--- src/inc/fpb_pkg.sv ---
// package of constants for the flash page and board control registers
package fpb_pkg;
    // ----------------------------------------------------------------
    // register offsets in host i/o space
    // ----------------------------------------------------------------
    localparam logic [15:0] PAGE_SELECT_ADDR = 16'h028E;
    localparam logic [15:0] PAGE_SIZE_ADDR = 16'h028F;
    localparam logic [15:0] LAMP_ADDR = 16'h0340;
    localparam logic [7:0] GOUT_OFFSET = 8'h34;
    // ----------------------------------------------------------------
    // general output register bit positions
    // ----------------------------------------------------------------
    localparam int SECOND_ETH_BIT = 27;
    localparam int FIRST_ETH_BIT = 28;
    localparam int SECOND_SER_BIT = 29;
    localparam int FIRST_SER_BIT = 30;
    // ----------------------------------------------------------------
    // reset values
    // ----------------------------------------------------------------
    localparam logic [7:0] PAGE_SELECT_RST = 8'h00;
    localparam logic [7:0] PAGE_SIZE_RST = 8'h03;
    localparam logic [7:0] LAMP_RST = 8'h00;
    localparam logic [31:0] GOUT_RST = 32'h1800_0000;
    // ----------------------------------------------------------------
    // page size codes
    // ----------------------------------------------------------------
    localparam logic [1:0] SIZE_8K = 2'h0;
    localparam logic [1:0] SIZE_32K = 2'h1;
    localparam logic [1:0] SIZE_64K = 2'h2;
    localparam logic [1:0] SIZE_16K = 2'h3;
    // ----------------------------------------------------------------
    // memory windows, 20-bit host addresses
    // ----------------------------------------------------------------
    localparam logic [19:0] WIN_END = 20'hDFFFF;
    localparam logic [19:0] WIN8_BASE = 20'hDE000;
    localparam logic [19:0] WIN16_BASE = 20'hDC000;
    localparam logic [19:0] WIN32_BASE = 20'hD8000;
    localparam logic [19:0] WIN64_BASE = 20'hD0000;
    localparam logic [19:0] ONB_BASE = 20'hCC000;
    localparam logic [19:0] ONB_END = 20'hCFFFF;
endpackage : fpb_pkg

--- src/verilog/fpb_rw_reg.sv ---
// one read/write register with reset value, loaded on a host write
`timescale 1ns/100ps
module fpb_rw_reg #(
    parameter int WIDTH = 8,
    parameter logic [WIDTH-1:0] RESET_VAL = '0
) (
    // clock and reset
    input wire logic sys_clk,
    input wire logic rst,
    // write side
    input wire logic wr_en,
    input wire logic [WIDTH-1:0] wr_data,
    // stored value
    output logic [WIDTH-1:0] value_q
);
    logic [WIDTH-1:0] value_d;

    // next value: take write data on the write cycle
    always_comb begin
        value_d = wr_en ? wr_data : value_q;
    end

    // register stage
    always_ff @(posedge sys_clk) begin
        if (rst) begin
            value_q <= RESET_VAL;
        end else begin
            value_q <= value_d;
        end
    end
endmodule : fpb_rw_reg

--- src/verilog/fpb_regs.sv ---
// flash page select, page size, lamp and port steering register group
`timescale 1ns/100ps
module fpb_regs #(
    parameter int ADDR_W = 16
) (
    // clock and reset
    input wire logic sys_clk,
    input wire logic rst,
    // host i/o cycle
    input wire logic [ADDR_W-1:0] io_addr,
    input wire logic io_wr,
    input wire logic io_rd,
    input wire logic [31:0] io_wdata,
    output logic [31:0] io_rdata,
    output logic io_hit,
    // power management base for the general output register
    input wire logic [ADDR_W-1:0] power_mgmt_io_base,
    // host memory cycle
    input wire logic [19:0] mem_addr,
    output logic socket_win_sel,
    output logic onboard_win_sel,
    // flash upper address lines a13..a21
    output logic [8:0] flash_hi_addr,
    // front panel lamp and port steering
    output logic lamp_on,
    output logic second_ethernet_steer,
    output logic first_ethernet_steer,
    output logic second_serial_steer,
    output logic first_serial_steer
);
    // ----------------------------------------------------------------
    // address decode
    // ----------------------------------------------------------------
    logic sel_page;
    logic sel_size;
    logic sel_lamp;
    logic sel_gout;
    logic [ADDR_W-1:0] gout_addr;

    assign gout_addr = power_mgmt_io_base + ADDR_W'(fpb_pkg::GOUT_OFFSET);
    assign sel_page = (io_addr == ADDR_W'(fpb_pkg::PAGE_SELECT_ADDR));
    assign sel_size = (io_addr == ADDR_W'(fpb_pkg::PAGE_SIZE_ADDR));
    assign sel_lamp = (io_addr == ADDR_W'(fpb_pkg::LAMP_ADDR));
    assign sel_gout = (io_addr == gout_addr);
    assign io_hit = (io_rd | io_wr) & (sel_page | sel_size | sel_lamp | sel_gout);

    // ----------------------------------------------------------------
    // storage
    // ----------------------------------------------------------------
    logic [7:0] page_select_q;
    logic [7:0] page_size_q;
    logic [7:0] lamp_q;
    logic [31:0] gout_q;

    // shared page select, reset zero
    fpb_rw_reg #(.WIDTH(8), .RESET_VAL(fpb_pkg::PAGE_SELECT_RST)) u_page (
        .sys_clk(sys_clk),
        .rst(rst),
        .wr_en(io_wr & sel_page),
        .wr_data(io_wdata[7:0]),
        .value_q(page_select_q)
    );

    // socket page size, reset code 3
    fpb_rw_reg #(.WIDTH(8), .RESET_VAL(fpb_pkg::PAGE_SIZE_RST)) u_size (
        .sys_clk(sys_clk),
        .rst(rst),
        .wr_en(io_wr & sel_size),
        .wr_data(io_wdata[7:0]),
        .value_q(page_size_q)
    );

    // front lamp, reset off
    fpb_rw_reg #(.WIDTH(8), .RESET_VAL(fpb_pkg::LAMP_RST)) u_lamp (
        .sys_clk(sys_clk),
        .rst(rst),
        .wr_en(io_wr & sel_lamp),
        .wr_data(io_wdata[7:0]),
        .value_q(lamp_q)
    );

    // general output register, ethernet steering bits reset to one, serial steering bits to zero
    fpb_rw_reg #(.WIDTH(32), .RESET_VAL(fpb_pkg::GOUT_RST)) u_gout (
        .sys_clk(sys_clk),
        .rst(rst),
        .wr_en(io_wr & sel_gout),
        .wr_data(io_wdata),
        .value_q(gout_q)
    );

    // ----------------------------------------------------------------
    // read mux
    // ----------------------------------------------------------------
    // unmapped reads return zero
    always_comb begin
        io_rdata = 32'h0000_0000;
        if (io_rd) begin
            if (sel_page) begin
                io_rdata = {24'h000000, page_select_q};
            end else if (sel_size) begin
                io_rdata = {24'h000000, page_size_q};
            end else if (sel_lamp) begin
                io_rdata = {24'h000000, lamp_q};
            end else if (sel_gout) begin
                io_rdata = gout_q;
            end
        end
    end

    // ----------------------------------------------------------------
    // outputs
    // ----------------------------------------------------------------
    // lamp lit while register holds one
    assign lamp_on = (lamp_q == 8'h01);

    // ethernet: 1 front; serial: 0 front
    assign second_ethernet_steer = gout_q[fpb_pkg::SECOND_ETH_BIT];
    assign first_ethernet_steer = gout_q[fpb_pkg::FIRST_ETH_BIT];
    assign second_serial_steer = ~gout_q[fpb_pkg::SECOND_SER_BIT];
    assign first_serial_steer = ~gout_q[fpb_pkg::FIRST_SER_BIT];

    // ----------------------------------------------------------------
    // memory windows
    // ----------------------------------------------------------------
    logic [19:0] win_base;

    // window base from the size code
    always_comb begin
        case (page_size_q[1:0])
            fpb_pkg::SIZE_8K: win_base = fpb_pkg::WIN8_BASE;
            fpb_pkg::SIZE_32K: win_base = fpb_pkg::WIN32_BASE;
            fpb_pkg::SIZE_64K: win_base = fpb_pkg::WIN64_BASE;
            fpb_pkg::SIZE_16K: win_base = fpb_pkg::WIN16_BASE;
            default: win_base = fpb_pkg::WIN16_BASE;
        endcase
    end

    assign socket_win_sel = (mem_addr >= win_base) && (mem_addr <= fpb_pkg::WIN_END);
    assign onboard_win_sel = (mem_addr >= fpb_pkg::ONB_BASE) && (mem_addr <= fpb_pkg::ONB_END);

    // ----------------------------------------------------------------
    // page select onto flash a13..a21
    // ----------------------------------------------------------------
    // onboard flash always uses 16 kB mapping
    always_comb begin
        flash_hi_addr = 9'h000;
        if (onboard_win_sel) begin
            flash_hi_addr = {page_select_q, 1'b0};
        end else begin
            case (page_size_q[1:0])
                fpb_pkg::SIZE_8K: flash_hi_addr = {3'h0, page_select_q[5:0]};
                fpb_pkg::SIZE_16K: flash_hi_addr = {page_select_q, 1'b0};
                fpb_pkg::SIZE_32K: flash_hi_addr = {3'h0, page_select_q[3:0], 2'h0};
                fpb_pkg::SIZE_64K: flash_hi_addr = {3'h0, page_select_q[2:0], 3'h0};
                default: flash_hi_addr = 9'h000;
            endcase
        end
    end

    // ----------------------------------------------------------------
    // checks
    // ----------------------------------------------------------------
    front_after_reset_a: assert property (@(posedge sys_clk) $fell(rst) |->
        (second_ethernet_steer && first_ethernet_steer && second_serial_steer && first_serial_steer))
        else $error("ports not at front after reset");
    lamp_write_a: assert property (@(posedge sys_clk) disable iff (rst)
        io_wr && sel_lamp |=> lamp_on == ($past(io_wdata[7:0]) == 8'h01))
        else $error("lamp does not follow write");
    page_readback_a: assert property (@(posedge sys_clk) disable iff (rst)
        io_wr && sel_page ##1 io_rd && sel_page && !io_wr |-> io_rdata[7:0] == $past(io_wdata[7:0]))
        else $error("page select readback wrong");
    map_8k_a: assert property (@(posedge sys_clk) disable iff (rst)
        !onboard_win_sel && page_size_q[1:0] == 2'h0 |-> flash_hi_addr[5:0] == page_select_q[5:0])
        else $error("8k mapping wrong");
    map_16k_a: assert property (@(posedge sys_clk) disable iff (rst)
        page_size_q[1:0] == 2'h3 |-> flash_hi_addr[8:1] == page_select_q)
        else $error("16k mapping wrong");
    map_64k_a: assert property (@(posedge sys_clk) disable iff (rst)
        !onboard_win_sel && page_size_q[1:0] == 2'h2 |-> flash_hi_addr == {3'h0, page_select_q[2:0], 3'h0})
        else $error("64k mapping wrong");
    win_32k_a: assert property (@(posedge sys_clk) disable iff (rst)
        page_size_q[1:0] == 2'h1 && mem_addr == 20'hD7FFF |-> !socket_win_sel)
        else $error("32k window too low");
    win_8k_a: assert property (@(posedge sys_clk) disable iff (rst)
        page_size_q[1:0] == 2'h0 && mem_addr == 20'hDE000 |-> socket_win_sel)
        else $error("8k window missing");
    onboard_win_a: assert property (@(posedge sys_clk)
        mem_addr == 20'hCBFFF |-> !onboard_win_sel)
        else $error("onboard window too low");
    serial_pol_a: assert property (@(posedge sys_clk) disable iff (rst)
        io_wr && sel_gout |=> first_serial_steer == !$past(io_wdata[30]))
        else $error("serial steering polarity wrong");
    map_32k_a: assert property (@(posedge sys_clk) disable iff (rst)
        !onboard_win_sel && page_size_q[1:0] == 2'h1 |-> flash_hi_addr[5:2] == page_select_q[3:0])
        else $error("32k mapping wrong");
    eth_steer_a: assert property (@(posedge sys_clk) disable iff (rst)
        io_wr && sel_gout |=> first_ethernet_steer == $past(io_wdata[28]))
        else $error("ethernet steering polarity wrong");
    size_write_a: assert property (@(posedge sys_clk) disable iff (rst)
        io_wr && sel_size |=> page_size_q == $past(io_wdata[7:0]))
        else $error("page size write lost");
    unmapped_read_a: assert property (@(posedge sys_clk) disable iff (rst)
        io_rd && !io_hit |-> io_rdata == 32'h0000_0000)
        else $error("unmapped read not zero");
endmodule : fpb_regs

--- config.mk ---
export PLATFORM = sky130hd
export DESIGN_NAME = fpb_regs
export DESIGN_NICKNAME = d
export VERILOG_FILES = /design/src/inc/fpb_pkg.sv /design/src/verilog/fpb_rw_reg.sv /design/src/verilog/fpb_regs.sv
export SDC_FILE = /design/constraint.sdc
export NUM_CORES = 1
export LEC_CHECK = 0
export BUFFER_PORTS_ARGS = -buffer_cell sky130_fd_sc_hd__buf_2
export CAP_MARGIN = 20
export CORE_ASPECT_RATIO = 1.2
export CORE_MARGIN = 2
export CORE_UTILIZATION = 46
export DETAILED_ROUTE_END_ITERATION = 10
export GPL_TIMING_DRIVEN = 0
export PLACE_DENSITY = 0.79
export SYNTH_ARGS = -nofsm -noshare
export SYNTH_HDL_FRONTEND = slang
export SYNTH_SLANG_ARGS = --single-unit
export TNS_END_PERCENT = 10
--- constraint.sdc ---
create_clock -name sys_clk -period 2 [get_ports sys_clk]
set_clock_uncertainty 0.05 [all_clocks]
set_input_delay 0.1 -clock sys_clk [delete_from_list [all_inputs] [get_ports sys_clk]]
set_output_delay 0.1 -clock sys_clk [all_outputs]
set_load 0.005 [all_outputs]
# After elaboration in Yosys (flattened, before gate mapping)
# Cells that the tools add are included.
[op_classes]
n_lt_le_gt_ge = 4
n_mux = 8
bitwise_logic = 11
addsub = 1
reduce_logical = 3
eq_ne = 8
[ops]
columns = ["operator", "count"]
rows = [
  ["32-bit two-way mux", 5],
  ["20-bit case mux with 4 select lines", 1],
  ["16-bit by 10-bit == test with 1-bit output, second input constant", 3],
  ["20-bit <= comparator, second input constant", 2],
  ["9-bit case mux with 4 select lines", 1],
  ["20-bit >= comparator", 1],
  ["20-bit >= comparator, second input constant", 1],
  ["16-bit by 6-bit adder with 16-bit output, second input constant", 1],
  ["16-bit == test", 1],
  ["9-bit two-way mux", 1],
  ["8-bit by 1-bit == test with 1-bit output, second input constant", 1],
  ["1-bit bitwise AND", 5],
  ["2-bit == test, second input constant", 2],
  ["1-bit OR", 4],
  ["2-bit by 1-bit == test with 1-bit output, second input constant", 1],
  ["1-bit logical AND", 2],
  ["2-bit zero test", 1],
  ["1-bit NOT", 2],
]
[word_totals]
in_bits = 88
reg_bits = 56

# Depth between registers and ports, before layout
[logic_depth]
ltp_word = 7
ltp_mapped = 11
mapped_depth_nobuf = 9

# By module
# From an unflattened synthesis, not the netlist that was laid out.
[hier_totals]
cells_unflattened = 413
hier_area_um2 = 3674.8
[by_module_without_submodules]
columns = ["mod", "area_per_inst_um2", "seq_area_each_um2", "cells_each", "instances"]
rows = [
  ["fpb_regs", 1644.1, 0.0, 232, 1],
  ["fpb_rw_reg (u_gout)", 1167.4, 640.6, 103, 1],
  ["fpb_rw_reg (u_lamp ...)", 285.3, 160.2, 26, 2],
  ["fpb_rw_reg (u_size)", 292.8, 160.2, 26, 1],
]

# Least setup slack after synthesis
# OpenSTA, ideal clock, no wires.
[synth_timing]
path_kind = "input to output"
startpoint = "input port power_mgmt_io_base[2]"
endpoint = "output port io_rdata[0]"
setup_slack_ps = -69
cell_stages = 9
required_ps = 1850
t_arrival_ps = 1919
path_cell_list = "ha_1 -> nor3_2 -> buf_4 -> a21oi_1 -> nor4_2 -> nand4_2 -> buf_6 -> nor4b_2 -> o221a_1"
[synth_via]
elab_chain_cells = 7
[synth_lines]
columns = ["element", "line_no", "source"]
rows = [
  ["start: declaration", "fpb_regs.sv:17", "input wire logic [ADDR_W-1:0] power_mgmt_io_base,"],
  ["16-bit by 6-bit adder with 16-bit output", "fpb_regs.sv:40", "assign gout_addr = power_mgmt_io_base + ADDR_W'(fpb_pkg::GOUT_OFFSET);"],
  ["16-bit == test", "fpb_regs.sv:44", "assign sel_gout = (io_addr == gout_addr);"],
  ["32-bit two-way mux", "fpb_regs.sv:104", "end else if (sel_gout) begin"],
  ["32-bit two-way mux", "fpb_regs.sv:102", "end else if (sel_lamp) begin"],
  ["32-bit two-way mux", "fpb_regs.sv:100", "end else if (sel_size) begin"],
  ["32-bit two-way mux", "fpb_regs.sv:98", "if (sel_page) begin"],
  ["32-bit two-way mux", "fpb_regs.sv:97", "if (io_rd) begin"],
  ["end: declaration", "fpb_regs.sv:14", "output logic [31:0] io_rdata,"],
]
# No other way between the ends.

# Worst setup path after layout
# Ends and elaborated chain as after synthesis.

==> flow_summary_export.csv <==
group,metric,value,unit
placement,dp_hpwl,8.94,mm
floorplanning,dieWidth,87.0,µm
yosys,synth-main-ff-cell,"dfxtp_1",
clocking,clock_path_buffers,2,
final_layout,fillers,598,
clocking,cts_root_buf,"clkbuf_8",
drt,wirelength,13.6,mm
clocking,htree_levels,2,
floorplanning,rows,36,
yosys,yosys.area.top_type,"dfxtp_1",
placement,io_buffers,133,
placement,dp_cells,704,
sta,maxSlewHeadroom,58.7,%
sta,setup_ws,-385,ps
critical_path,worstPathRequired,1850,ps
drt,vias_per_cell,6.24,
floorplanning,die-area,0.00902,mm²
floorplanning,die_h,104,µm
sta,fin_crit,2390,ps
yosys,synth_nets,572,
drt,routedWlPerCell,18.0,µm
final_layout,final_cells,756,
final_layout,drive_gt1_share,37.7,%
final_layout,layout_commonest_cell,"buf_2",
placement,placed_cell_area,0.00459,mm²
sta,finalMaxSlewViolations,0,
critical_path,path_class,"in -> out",
grt,grt_util_all_layers,28.2,%
final_layout,fin_nets,756,
yosys,async_reset_ff_share,0,%
power,power.density,442,mW/mm²
yosys,ys_seq_elements,56,
placement,gp_congestion,0.972,
critical_path,end_kind,"primary output",
final_layout,post-route-util,68.8,%
power,p_leak,0.00224,µW
yosys,synth_cells,476,
grt,grt_first_pass_wirelength,20.9,mm
final_layout,area_delta_synth_final,45.8,%
sta,final.period_utilization,119,%
drt,dr.first_iter.drc_count,354,
yosys,seq_area_frac_synth,29.5,%
sta,hold_viol_final,0,
clocking,path_clk_slew,100,ps
floorplanning,io_pins,137,
yosys,synthesis.area,0.00380,mm²
min_path,hold_class,"in -> reg",
placement,dp_slack,-627,ps
sta,rsz0062_at_grt,"yes",
grt,grt_max_degree,17,
power,ir_worst_vdd,0.000362,V
sta,timing.fmax,0.419,GHz
clocking,numCtsBuffers,5,
yosys,ys_types,55,
clocking,clk_latency,320,ps
drt,drc,0,
drt,via_count,4715,
outcome,violations,"negative setup slack",
critical_path,critPathLaunchType,"input pin",
sta,max_slew.worst_pin.slew,619,ps
critical_path,cp.arrival,2240,ps
floorplanning,core,0.00806,mm²
sta,setup_viol,51,
drt,drtPass1Iterations,5,
final_layout,fin_area,0.00554,mm²
yosys,avgSynthCellArea,7.99,µm²
grt,grt_antenna_before_repair,0,
grt,first_global_vias,4468,
yosys,synth_edf_count,0,
yosys,yosys-top-cells-area,"dfxtp_1 29%, a21oi_1 8.4%, o31ai_1 6.1%, nand4_1 5.8%, nand2_1 3.7%",
flow_run,maxCapViolCount,0,
grt,grt.overflow.total,0,
outcome,status,"complete, but fails checks",
yosys,yosys_warnings,0,
final_layout,final_cell_mix,"135 x buf_2, 61 x a21oi_1, 54 x dfxtp_1, 36 x nand2_1, 35 x nand4_1",
clocking,cts_tree,"yes",
drt,postRouteAntennaNets,0,
final_layout,diodes,0,
clocking,clkSinkCount,56,
critical_path,cp_max_fo,8,
floorplanning,start_util,47.2,%
yosys,synth_top_area_share,29.5,%
[flip-flops by register name, summed over array words and instances (netlist names)]
register	cells
u_gout.value_q	32
u_lamp.value_q	8
u_page.value_q	8
u_size.value_q	8
[final timing paths]
kind / depth (start not counted) / from / slack, ps / to
worst max-delay path: 11 / power_mgmt_io_base[2] / -390 / io_rdata[0]
worst min-delay path: 3 / io_wdata[24] / 0.9 / u_gout.value_q[24]
worst max register to register: 4 / u_size.value_q[1] / 1030 / u_size.value_q[1]
worst min register to register: 2 / u_size.value_q[7] / 410 / u_size.value_q[7]
[cell families after synthesis]
kind of cell	after synthesis	synth area share, %
AOI/OAI and AO/OA	148	26.0
xor gates and xnor gates	17	3.91
adders and majority gates	8	2.63
buffers and inverters	57	6.71
DFF	56	29.5
muxes	8	2.11
and+or+nand+nor	182	29.2
[where the power goes]
part	switching (µW)	internal [µW]	leakage [µW]	total, µW
Sequential	0.0172	1110	0.000450	1110
Combinational	289	207	0.00173	496
Clock	397	443	0.0000645	840
Total	686	1760	0.00224	2450
[stage by stage]
| stage | hold slack (ps) | power [µW] | setup TNS [ps] |
|---|---|---|---|
| 2_1_floorplan | 168 | 1330 | 0 |
| 3_3_place_gp | 311 | 1500 | -35250 |
| 3_5_place_dp | 319 | 1510 | -35500 |
| 4_1_cts | 1.44 | 2390 | -5350 |
| 5_1_grt | 14.9 | 2520 | -14950 |
| 6_report | 0.927 | 2450 | -8380 |
[critical path: stages]
cell	delay, ps
buf_12	110
ha_4	260
xnor2_2	100
nand4_1	170
nor4_2	320
buf_4	170
nand4_4	160
buf_12	210
nor4b_4	270
o221a_1	240
buf_2	120
[what timing repair did]
item                                    in CTS  in global routing
endpoints found under the hold margin       18                  1
setup buffers                               14                  9
gates resized for setup                     61                 48
cloned                                       2                  0
hold buffers                                18                  1
endpoints found under the setup margin      67                 71
pin swaps                                   22                 14
[synthesized netlist by cell type (all sizes together) (8+ instances only)]
cell type  number
ha              8
dfxtp          56
nand2          37
nor4b          12
o21ai          10
a31oi          12
a21oi          66
nand3          11
clkbuf         22
and2           22
o31ai          31
buf            17
nor2           23
nor3           12
o221a           8
nand4          37
nor4            9
inv            18
mux2i           8
xnor2          12
[layout make-up]
class | instances | area, µm² | share of cell area (%)
clock buffer | 7 | 96.3 | 1.74
timing repair buffer | 177 | 1110 | 20.1
clock inverter | 1 | 30.0 | 0.542
buffer | 39 | 255 | 4.60
multi-input combinational | 363 | 2730 | 49.3
tap | 95 | 119 | 2.14
inverter | 18 | 72.6 | 1.31
sequential | 56 | 1120 | 20.3
[routing by layer]
metal | GRT usage, % | vias to the layer above | wire length [µm]
met4 | 10.6 | 0 | 587
met2 | 49.5 | 279 | 6880
met5 | 0 | - | 0
li1 | - | 2152 | -
met1 | 33.9 | 2228 | 5040
met3 | 4.22 | 56 | 1120
Power figures use the tool's default switching activity.
